==> src/mfio_pkg.sv <==
// shared constants for the multi-function i/o port block
`default_nettype none
package mfio_pkg;
  localparam int unsigned GROUP_W       = 8;
  localparam int unsigned NIBBLE_W      = 4;
  localparam int unsigned CLK_PERIOD_PS = 5000;
  localparam int unsigned DEGLITCH_PS   = 8000000;
  localparam int unsigned DEGLITCH_CYC  = DEGLITCH_PS / CLK_PERIOD_PS;
  localparam int unsigned STRAP_CYC     = 1;
  localparam logic [4:0]  ADDR_FIXED    = 5'h16;
  localparam logic [7:0]  DIR_RST       = 8'h00;
  localparam logic [15:0] LED_RST       = 16'h0000;
  localparam logic        PP_RST        = 1'b0;
endpackage
`default_nettype wire

==> src/mfio_pin_filter.sv <==
// three-stage synchroniser with stability filter for one pin
`default_nettype none
module mfio_pin_filter #(
  parameter int unsigned STABLE_CYC = 1,
  parameter logic        RST_VAL    = 1'b0
) (
  // clock and reset
  input  wire logic clk,
  input  wire logic rst,
  // pin and filtered level
  input  wire logic pin_in,
  output logic      level_out
);
  localparam int unsigned CW = $clog2(STABLE_CYC + 1);
  localparam logic [CW-1:0] LAST = CW'(STABLE_CYC - 1);

  logic          s1_reg;
  logic          s2_reg;
  logic          s3_reg;
  logic [CW-1:0] cnt_reg;
  logic          level_reg;

  // synchroniser keeps sampling through reset so straps are caught
  always_ff @(posedge clk) begin
    s1_reg <= pin_in;
    s2_reg <= s1_reg;
    s3_reg <= s2_reg;
  end

  // stability count on the agreed level
  always_ff @(posedge clk) begin
    if (rst || s2_reg != s3_reg || s3_reg == level_reg || cnt_reg == LAST) begin
      cnt_reg <= '0;
    end else begin
      cnt_reg <= cnt_reg + CW'(1);
    end
  end

  always_ff @(posedge clk) begin
    if (rst) begin
      level_reg <= (s2_reg == s3_reg) ? s3_reg : RST_VAL;
    end else if (s2_reg == s3_reg && s3_reg != level_reg && cnt_reg == LAST) begin
      level_reg <= s3_reg;
    end
  end

  assign level_out = level_reg;
endmodule // mfio_pin_filter
`default_nettype wire

==> src/mfio_port_pins.sv <==
// sixteen-port multi-function i/o pin logic with straps and interrupt
`default_nettype none
//Function
//- second group: general-purpose, always push-pull
//- first group open-drain, push-pull by setting
//- each port switchable into led mode
//- power-up levels chosen from strap inputs
//- straps tied by board, set address, pattern
//- interrupt pulls low open-drain, else released
//- hard reset pin low resets device
//- direction bits: one input, zero output, reset output
//- strap pattern: each nibble high or low from its strap
//- deglitched input change interrupts, group read clears
//- bus address fixed bits plus strap levels
module mfio_port_pins
  import mfio_pkg::*;
#(
  parameter int unsigned DEGLITCH_CYCLES = DEGLITCH_CYC
) (
  // clock and reset
  input  wire logic        clk,
  input  wire logic        rst,
  // device pins
  input  wire logic [7:0]  first_group_port_pin_i,
  output logic      [7:0]  first_group_port_pin_o,
  output logic      [7:0]  first_group_port_pin_oe,
  input  wire logic [7:0]  second_group_port_pin_i,
  output logic      [7:0]  second_group_port_pin_o,
  output logic      [7:0]  second_group_port_pin_oe,
  input  wire logic        address_strap_low,
  input  wire logic        address_strap_high,
  input  wire logic        hard_reset_in_n,
  output logic             interrupt_out_n_o,
  output logic             interrupt_out_n_oe,
  // configuration from host
  input  wire logic        cfg_we,
  input  wire logic [7:0]  first_group_direction,
  input  wire logic [7:0]  second_group_direction,
  input  wire logic [15:0] led_mode_en,
  input  wire logic        first_group_push_pull,
  input  wire logic        out_we,
  input  wire logic [15:0] out_data,
  // input state reads and device address
  input  wire logic        first_group_input_rd,
  input  wire logic        second_group_input_rd,
  output logic      [7:0]  first_group_input_state,
  output logic      [7:0]  second_group_input_state,
  output logic      [6:0]  device_address
);
  logic [15:0] pin_f;
  logic        strap_l_f;
  logic        strap_h_f;
  logic        hw_rst_f;
  logic        dev_reset;
  logic        strap_l_reg;
  logic        strap_h_reg;
  logic [7:0]  dir0_reg;
  logic [7:0]  dir1_reg;
  logic [15:0] led_reg;
  logic        pp_reg;
  logic [7:0]  out0_reg;
  logic [7:0]  out1_reg;
  logic [15:0] prev_reg;
  logic [15:0] chg;
  logic        pend0_reg;
  logic        pend1_reg;
  logic        pend0_next;
  logic        pend1_next;
  logic [7:0]  pat_hi;

  // pin synchronisers with deglitch on the ports
  genvar gi;
  generate
    for (gi = 0; gi < 2 * GROUP_W; gi++) begin : g_port
      mfio_pin_filter #(.STABLE_CYC(DEGLITCH_CYCLES), .RST_VAL(1'b0)) u_port (
        .clk       (clk),
        .rst       (rst),
        .pin_in    (gi < GROUP_W ? first_group_port_pin_i[gi % GROUP_W]
                                 : second_group_port_pin_i[gi % GROUP_W]),
        .level_out (pin_f[gi])
      );
    end
  endgenerate

  mfio_pin_filter #(.STABLE_CYC(STRAP_CYC), .RST_VAL(1'b0)) u_strap_l (
    .clk       (clk),
    .rst       (rst),
    .pin_in    (address_strap_low),
    .level_out (strap_l_f)
  );
  mfio_pin_filter #(.STABLE_CYC(STRAP_CYC), .RST_VAL(1'b0)) u_strap_h (
    .clk       (clk),
    .rst       (rst),
    .pin_in    (address_strap_high),
    .level_out (strap_h_f)
  );
  mfio_pin_filter #(.STABLE_CYC(STRAP_CYC), .RST_VAL(1'b1)) u_hw_rst (
    .clk       (clk),
    .rst       (rst),
    .pin_in    (hard_reset_in_n),
    .level_out (hw_rst_f)
  );

  assign dev_reset = rst | ~hw_rst_f;

  // straps caught while in reset
  always_ff @(posedge clk) begin
    if (dev_reset) begin
      strap_l_reg <= strap_l_f;
      strap_h_reg <= strap_h_f;
    end
  end

  // nibble pattern from straps
  assign pat_hi = {{NIBBLE_W{strap_h_f}}, {NIBBLE_W{strap_l_f}}};

  // host configuration
  always_ff @(posedge clk) begin
    if (dev_reset) begin
      dir0_reg <= DIR_RST;
      dir1_reg <= DIR_RST;
      led_reg  <= LED_RST;
      pp_reg   <= PP_RST;
    end else if (cfg_we) begin
      dir0_reg <= first_group_direction;
      dir1_reg <= second_group_direction;
      led_reg  <= led_mode_en;
      pp_reg   <= first_group_push_pull;
    end
  end

  // output levels, strap pattern at reset
  always_ff @(posedge clk) begin
    if (dev_reset) begin
      out0_reg <= pat_hi;
      out1_reg <= pat_hi;
    end else if (out_we) begin
      out0_reg <= out_data[7:0];
      out1_reg <= out_data[15:8];
    end
  end

  // pin drivers
  always_ff @(posedge clk) begin
    if (dev_reset) begin
      first_group_port_pin_o   <= '0;
      first_group_port_pin_oe  <= '0;
      second_group_port_pin_o  <= '0;
      second_group_port_pin_oe <= '0;
    end else begin
      for (int i = 0; i < GROUP_W; i++) begin
        if (led_reg[i] || dir0_reg[i]) begin
          first_group_port_pin_o[i]  <= 1'b0;
          first_group_port_pin_oe[i] <= 1'b0;
        end else if (pp_reg) begin
          first_group_port_pin_o[i]  <= out0_reg[i];
          first_group_port_pin_oe[i] <= 1'b1;
        end else begin
          first_group_port_pin_o[i]  <= 1'b0;
          first_group_port_pin_oe[i] <= ~out0_reg[i];
        end
        second_group_port_pin_o[i]  <= out1_reg[i];
        second_group_port_pin_oe[i] <= ~(led_reg[GROUP_W + i] | dir1_reg[i]);
      end
    end
  end

  // change detect on input ports
  always_ff @(posedge clk) begin
    if (rst) begin
      prev_reg <= '0;
    end else begin
      prev_reg <= pin_f;
    end
  end
  assign chg = (pin_f ^ prev_reg) & {dir1_reg, dir0_reg} & ~led_reg;

  // sticky pending per group, set wins over read
  always_comb begin
    pend0_next = pend0_reg;
    pend1_next = pend1_reg;
    if (first_group_input_rd) begin
      pend0_next = 1'b0;
    end
    if (second_group_input_rd) begin
      pend1_next = 1'b0;
    end
    if (|chg[7:0]) begin
      pend0_next = 1'b1;
    end
    if (|chg[15:8]) begin
      pend1_next = 1'b1;
    end
  end

  always_ff @(posedge clk) begin
    if (dev_reset) begin
      pend0_reg          <= 1'b0;
      pend1_reg          <= 1'b0;
      interrupt_out_n_oe <= 1'b0;
    end else begin
      pend0_reg          <= pend0_next;
      pend1_reg          <= pend1_next;
      interrupt_out_n_oe <= pend0_next | pend1_next;
    end
  end

  always_ff @(posedge clk) begin
    if (rst) begin
      interrupt_out_n_o        <= 1'b0;
      first_group_input_state  <= '0;
      second_group_input_state <= '0;
      device_address           <= '0;
    end else begin
      interrupt_out_n_o        <= 1'b0;
      first_group_input_state  <= pin_f[7:0];
      second_group_input_state <= pin_f[15:8];
      device_address           <= {ADDR_FIXED, strap_h_reg, strap_l_reg};
    end
  end
endmodule // mfio_port_pins
`default_nettype wire

==> config.mk <==
export PLATFORM = sky130hd
export DESIGN_NAME = mfio_port_pins
export DESIGN_NICKNAME = d
export VERILOG_FILES = /design/src/mfio_pkg.sv /design/src/mfio_pin_filter.sv /design/src/mfio_port_pins.sv
export SDC_FILE = /design/constraint.sdc
export NUM_CORES = 1
export LEC_CHECK = 0
export BUFFER_PORTS_ARGS = -buffer_cell sky130_fd_sc_hd__buf_2
export CAP_MARGIN = 0
export CORE_ASPECT_RATIO = 0.75
export CORE_MARGIN = 2
export CORE_UTILIZATION = 45
export DETAILED_ROUTE_END_ITERATION = 8
export HOLD_SLACK_MARGIN = 0.06
export MAX_ROUTING_LAYER = met4
export SYNTH_ARGS = -nofsm -noshare
export SYNTH_HDL_FRONTEND = slang
export SYNTH_SLANG_ARGS = --single-unit
export TNS_END_PERCENT = 10
==> constraint.sdc <==
create_clock -name clk -period 2.22 [get_ports clk]
set_clock_uncertainty 0.2 [all_clocks]
set_input_delay 0.444 -clock clk [delete_from_list [all_inputs] [get_ports clk]]
set_output_delay 0.444 -clock clk [all_outputs]
set_load 0.05 [all_outputs]
# After elaboration in Yosys (flattened, before gate mapping)
# Cells that the tools add are included.
# totals
reg_bits	380
latchBits	0
ram_bits	0
romBits	0
input_bits	74
out_inout_bits	57
wordCells	490
n_memories	0
# classes
n_addsub	19
n_mul	0
div_mod_pow	0
n_lt_le_gt_ge	0
eq_ne	92
n_shift	0
n_mux	74
n_bitwise	35
n_reduce_logical	141
# ops
operator	count
11-bit by 1-bit adder with 11-bit output, second input constant	16
11-bit equality test, second input constant	16
1-bit 2-to-1 mux	69
1-bit logical OR	65
2-bit nonzero test	20
1-bit equality test	38
1-bit logical AND	38
1-bit != test	38
16-bit AND	2
8-bit 2-to-1 mux	4
3-bit OR reduction	8
1-bit NOT	21
16-bit NOT	1
2-bit OR reduction	8
8-bit OR reduction	2
16-bit XOR	1
1-bit OR	10
7-bit 2-to-1 mux	1
1-bit adder, second input constant	3

# Longest topological paths before layout
# Gate-level depths: netlist of run 1.
# depth
word_depth	6
ltp_mapped	7

# Modules after synthesis
# From an unflattened synthesis of run 1, not the netlist that was laid out.
# hier_totals
hier_cells	1346
hier_area_um2	14631.5
# by_module_without_submodules
module	instances	cells_each	area_per_inst_um2	seq_area_each_um2
mfio_pin_filter at g_port[0].u_port ...	16	62	649.4	310.3
mfio_port_pins	1	318	3756.1	2282.2
mfio_pin_filter at u_strap_h ...	2	11	161.4	110.1
mfio_pin_filter at u_hw_rst	1	14	162.7	110.1

# Least setup slack after synthesis of run 1
# OpenSTA, ideal clock, no wires.
# synth_path
kind	register -> register
from	register g_port[2].u_port.cnt_reg[0]
to	register g_port[2].u_port.cnt_reg[2]
setup_time_ns	0.064
arrival_time_ns	1.698
required_ns	1.956
setup_slack_ns	0.259
path_stages_with_launch	8
n_path_buf	1
synth_period_minus_slack_ns	1.961
cell_sequence	dfxtp_1 > ha_1 > and3_4 > and3_4 > and3_1 > or4_4 > buf_6 > nor2_1
# synth_via
elab_chain_len	2
# synth_lines
item	line_no	rtl
start, declared	mfio_pin_filter.sv:20	logic [CW-1:0] cnt_reg;
start signal, assigned	mfio_pin_filter.sv:35	cnt_reg <= cnt_reg + CW'(1);
branches (longest 2 deep; another with 11-bit by 1-bit adder with 11-bit output)	-	
# Parallel ways; which one is timed is not known.
# A chain may end at the register's enable or synchronous reset.

# Worst setup path after layout of run 1
# layout_path
from	register g_port[2].u_port.cnt_reg[0]
to	register g_port[2].u_port.cnt_reg[3]
# The elaborated chain is that of the path after synthesis.

==> flow_metrics.tcl, run 1 <==
set metrics [dict create \
    port_buffers 127 \
    use_met1 0.2428 \
    grt.total_usage 0.1748 \
    die_h_um 154.1 \
    register_area_um2 7577 \
    gp_congestion 0.7567 \
    cts_resized 0 \
    synth_fa_ha_area_frac 0.03238 \
    start_util 0.4613 \
    yosysMostFrequentCell "dfxtp_1" \
    pin_count 131 \
    routed_via_density 4.730 \
    clock-sinks 360 \
    worstPathArrival_ns 2.26 \
    setup-tns-final_ns 0 \
    setup_violations 0 \
    ant_nets 0 \
    final_nets 1614 \
    cts_tree "yes" \
    rows 54 \
    syn_inst 1291 \
    synth_top_area_frac 0.4781 \
    path_max_fanout 11 \
    yosysWarnings 0 \
    cts_hold_buf 68 \
    wl_per_cell_um 13.70 \
    dpl.hpwl_um 17900 \
    fmax_mhz 495.2 \
    maxCapViolCount 0 \
    cts.path.max_buffers 3 \
    slew_headroom 0.5986 \
    maxSlewViolCount 0 \
    synth_mux_area_frac 0.04015 \
    gr-max-usage-layer "met2" \
    drt_first_pass_iters 4 \
    area_growth_pct 21.97 \
    antenna_found_initial 1 \
    drive_gt1_frac 0.1621 \
    status "finished, final reports clean" \
    gr-usage-met2 0.2610 \
    routed_wl_um 26350 \
    synth_compound_area_frac 0.02535 \
    drtIter0Drc 447 \
    grt_pass1_vias 8750 \
    cp.required_ns 2.46 \
    rsz0062_at_grt "no" \
    tightest_slew_ns 0.6009 \
    yosys.area_share.simple 0.2064 \
    cts.clk_slew.worst_paths_ns 0.06 \
    hold_viol_final 0 \
    multi_input_area_um2 5647 \
    die_area_um2 31470 \
    post-route-period-util 0.9096 \
    worst_setup_path_start_kind "flip-flop" \
    synthTopCellsByArea "dfxtp_1 (48%), edfxtp_1 (8.2%), nor2_1 (6.9%), xor2_1 (6.5%), xnor2_1 (4.7%)" \
    ys_types 37 \
    post_cts_buffers 0 \
    end_kind "flip-flop" \
    seq_area_frac_synth 0.5602 \
    async_flop_share 0 \
    synth_top_family_by_area "simple AND/OR/NAND/NOR gates" \
    gr-total-overflow 0 \
    ys_ff_latch 360 \
    grt_max_degree 34 \
    p_per_area_nw_per_um2 863.0 \
    synthTopCellsByCount "dfxtp_1 (323), nor2_1 (248), xor2_1 (100)" \
    synth_area_um2 13530 \
    synthXorXnorAreaFrac 0.1114 \
    min_path_type "input port to flip-flop" \
    finalPower_mw 14.24 \
    grt_pass1_wl_um 43470 \
    reg2reg_slack_ns 0.20 \
    synth_area_per_cell_um2 10.48 \
    synth_flop_cell "dfxtp_1" \
    htree_levels 2 \
    synth_edf_count 37 \
    fin_hold_ws_ns 0.1032 \
    worstSetupPathType "flip-flop to flip-flop" \
    numCtsBuffers 36 \
    clk_latency_ns 0.52 \
    synth_top_area_cell "dfxtp_1" \
    vdd_drop_max_mv 0.4225 \
    p_leak_nw 6.586 \
    drc 0 \
    die_x_um 204.2 \
    use_met3 0.03222 \
    min_period_ns 2.019 \
    n_fill_cell 2586 \
    largest_reg_flops 176 \
    num_vias 9096 \
    cts-root-buf "clkbuf_16" \
    coreArea_um2 29320 \
]
[metrics by stage]
| step | util | cell area (µm²) | std cells | setup WS (ns) |
|---|---|---|---|---|
| 6_report | 0.5626 | 16500 | 1923 | 0.2007 |
| 2_1_floorplan | - | 13540 | 1296 | 0.2585 |
| 3_5_place_dp | 0.4976 | 14590 | 1791 | 0.1444 |
| 3_3_place_gp | 0.4976 | 14590 | 1791 | 0.1465 |
| 5_1_grt | 0.5626 | 16500 | 1923 | 0.07916 |
| 4_1_cts | 0.5625 | 16490 | 1922 | 0.1869 |
[layout make-up]
cell class | instances | area share
sequential | 360 | 0.4593
multi-input combinational | 873 | 0.3423
timing repair buffer | 210 | 0.08889
clock buffer | 50 | 0.06401
tap | 392 | 0.02973
clock inverter | 13 | 0.01016
inverter | 24 | 0.005461
antenna | 1 | 0.0001517
[placed cells by master, fill, tap and decap left out, types with 23 or more instances in the layout]
| master | count |
|---|---|
| dfxtp_1 | 323 |
| nor2_1 | 248 |
| buf_2 | 127 |
| xor2_1 | 100 |
| nand3_1 | 94 |
| xnor2_1 | 72 |
| dlygate4sd3_1 | 68 |
| nand2_1 | 58 |
| clkbuf_16 | 38 |
| edfxtp_1 | 37 |
| ha_1 | 35 |
| mux2i_1 | 34 |
| and3_1 | 30 |
| inv_1 | 23 |
[path summary, 6_finish.rpt]
check / startpoint / cells past startpoint / endpoint
setup / recovery: g_port[2].u_port.cnt_reg[0] / 6 / g_port[2].u_port.cnt_reg[3]
hold / removal: rst / 2 / prev_reg[1]
setup reg to reg: g_port[2].u_port.cnt_reg[0] / 6 / g_port[2].u_port.cnt_reg[3]
hold reg to reg: g_port[11].u_port.s1_reg / 0 / g_port[11].u_port.s2_reg
[cell families after synthesis]
kind of cell | after synthesis
and+or+nand+nor | 558
other | 1
muxes | 52
adders and majority gates | 35
xor gates and xnor gates | 172
AOI/OAI and AO/OA | 50
buffers and inverters | 63
DFF | 360
[power by group]
part	internal (mW)	total, mW	switching (mW)
clock	3.79	6.25	2.47
combinational	0.409	1.01	0.602
sequential	6.82	6.97	0.148
total	11.0	14.2	3.22
[per-layer routing]
| layer | part of all wire | vias up |
|---|---|---|
| li1 | - | 4753 |
| met1 | 0.52 | 4161 |
| met2 | 0.42 | 149 |
| met3 | 0.045 | 33 |
| met4 | 0.017 | 0 |
| met5 | 0 | - |
[critical path, cell delays in order, from the launching register on]
cell and delay, ns:
dfxtp_1 0.33, ha_1 0.22, and3_4 0.19, and3_4 0.19, and3_1 0.17, or4_4 0.50
nor2_1 0.14
(Power assumes the default switching activity.)
==> run 2, diff against run 1 <==
- CORE_UTILIZATION: 45 -> 59
- PLACE_DENSITY: default -> 0.8
==> flow_metrics.tcl, run 2 (synthesis results as in run 1) <==
set metrics [dict create \
    status "finished, final reports clean" \
    m1WireLength_um 12290 \
    dr_wl_met3_um 1308 \
    die_area_um2 24160 \
    drtIter0Drc 523 \
    largest_reg_flops 176 \
    post-route-period-util 0.9273 \
    grt_max_degree 34 \
    dr_wl_met2_um 12640 \
    p_per_area_nw_per_um2 853.5 \
    r2r_end "g_port[0].u_port.cnt_reg[3]" \
    gp_congestion 0.8272 \
    fin_hold_ws_ns 0.1246 \
    instances_no_fill 1822 \
    slew_headroom 0.6062 \
    n_fill_cell 1518 \
    crit_slowest_cell "or4_4" \
    rows 47 \
    clock-sinks 360 \
    register_area_um2 7577 \
    grt_pass1_wl_um 43290 \
    hold_end "g_port[10].u_port.s2_reg" \
    numCtsBuffers 34 \
    setup_violations 0 \
    routed_via_density 5.149 \
    post_cts_buffers 0 \
    die_x_um 178.8 \
    end_kind "flip-flop" \
    cts.path.max_buffers 3 \
    hp-start "g_port[10].u_port.s1_reg" \
    place_area_um2 14470 \
    htree_levels 2 \
    drive_gt1_frac 0.1578 \
    cts_resized 0 \
    path_max_fanout 11 \
    min_period_ns 2.059 \
    tightest_slew_ns 0.5894 \
    ant_nets 0 \
    min_path_type "flip-flop to flip-flop" \
    vdd_drop_max_mv 0.4826 \
    drc 0 \
    reg2reg_slack_ns 0.16 \
    gr-total-overflow 0 \
    crit_top_cell "and3_4" \
    worstSetupPathType "flip-flop to flip-flop" \
    final_nets 1611 \
    mostFrequentLayoutCells "dfxtp_1 (323), nor2_1 (248), buf_2 (127)" \
    final.setup.worst_slack_ns 0.1614 \
    area_growth_pct 20.63 \
    cts_hold_buf 68 \
    top_layer "met4" \
    port_buffers 127 \
    wl_per_cell_um 14.67 \
    worstPathArrival_ns 2.30 \
    grt.total_usage 0.2286 \
    final_area_um2 16320 \
    reg2regPathDepth 6 \
    maxCapViolCount 0 \
    cts.clk_slew.worst_paths_ns 0.06 \
    finalPower_mw 13.93 \
    antenna_found_initial 0 \
    dp_slack_ns 0.1787 \
    layout_commonest_cell "dfxtp_1" \
    die_h_um 135.1 \
    maxSlewViolCount 0 \
    fmax_mhz 485.8 \
    pin_count 131 \
    num_vias 9382 \
    drt_first_pass_iters 5 \
    setup-tns-final_ns 0 \
    final_core_util 0.7321 \
    dpl.hpwl_um 17410 \
    coreArea_um2 22290 \
    hold_viol_final 0 \
    p_leak_nw 6.551 \
    clk_latency_ns 0.51 \
    cp_cell_sequence "ha_1 > and3_4 > and3_4 > and3_1 > or4_4 > nor2_1" \
    whs_path_depth 0 \
    cts-root-buf "clkbuf_16" \
    grt_pass1_vias 9084 \
    path_delay_family "simple AND/OR/NAND/NOR gates" \
    cp_slowest_stage_delay_ns 0.50 \
    routed_wl_um 26720 \
    reg2reg_from "g_port[0].u_port.cnt_reg[0]" \
    rsz0062_at_grt "no" \
    dp.cells 1692 \
    multi_input_area_um2 5647 \
    worst_setup_path_start_kind "flip-flop" \
    cts_tree "yes" \
    start_util 0.6069 \
    crit_buf_inv 0 \
    cp.required_ns 2.46 \
]
run 2: cell types whose count changed in the layout (fill, tap and decap cells not counted), sizes merged:
cell / change
bufinv: -2
clkbuf: +4
buf: -1
clkinv: -4
inv: +1
clkinvlp: -1
run 2: final cells by class:
class,count,area share
antenna,1,0.0001534
sequential,360,0.4644
multi-input combinational,873,0.3461
timing repair buffer,209,0.09018
inverter,24,0.005521
clock buffer,54,0.06564
tap,294,0.02255
clock inverter,7,0.005445
run 2: report_power, final:
group | leakage, nW | internal (mW) | switching (mW)
clock network | 0.572 | 3.56 | 2.37
logic | 2.96 | 0.411 | 0.611
registers | 3.02 | 6.82 | 0.152
run 2: worst max path at each step:
stage | start | endpoint | slack [ns] | cells after the start
after floorplan | g_port[2].u_port.cnt_reg[0] | g_port[2].u_port.cnt_reg[2] | 0.26 | 7
after global placement | g_port[1].u_port.cnt_reg[0] | g_port[1].u_port.cnt_reg[10] | 0.25 | 6
after detailed placement | rst | out1_reg[0] | 0.18 | 5
after CTS | g_port[0].u_port.cnt_reg[0] | g_port[0].u_port.cnt_reg[3] | 0.15 | 6
after global routing | g_port[2].u_port.cnt_reg[0] | g_port[2].u_port.cnt_reg[8] | 0.07 | 6
final | g_port[0].u_port.cnt_reg[0] | g_port[0].u_port.cnt_reg[3] | 0.16 | 6
run 2: routing by layer:
metal / vias up / track usage
met1: 4383 / 0.2938
met5: - / -
li1: 4745 / -
met3: 45 / 0.04082
met2: 209 / 0.3741
met4: 0 / 0.06052
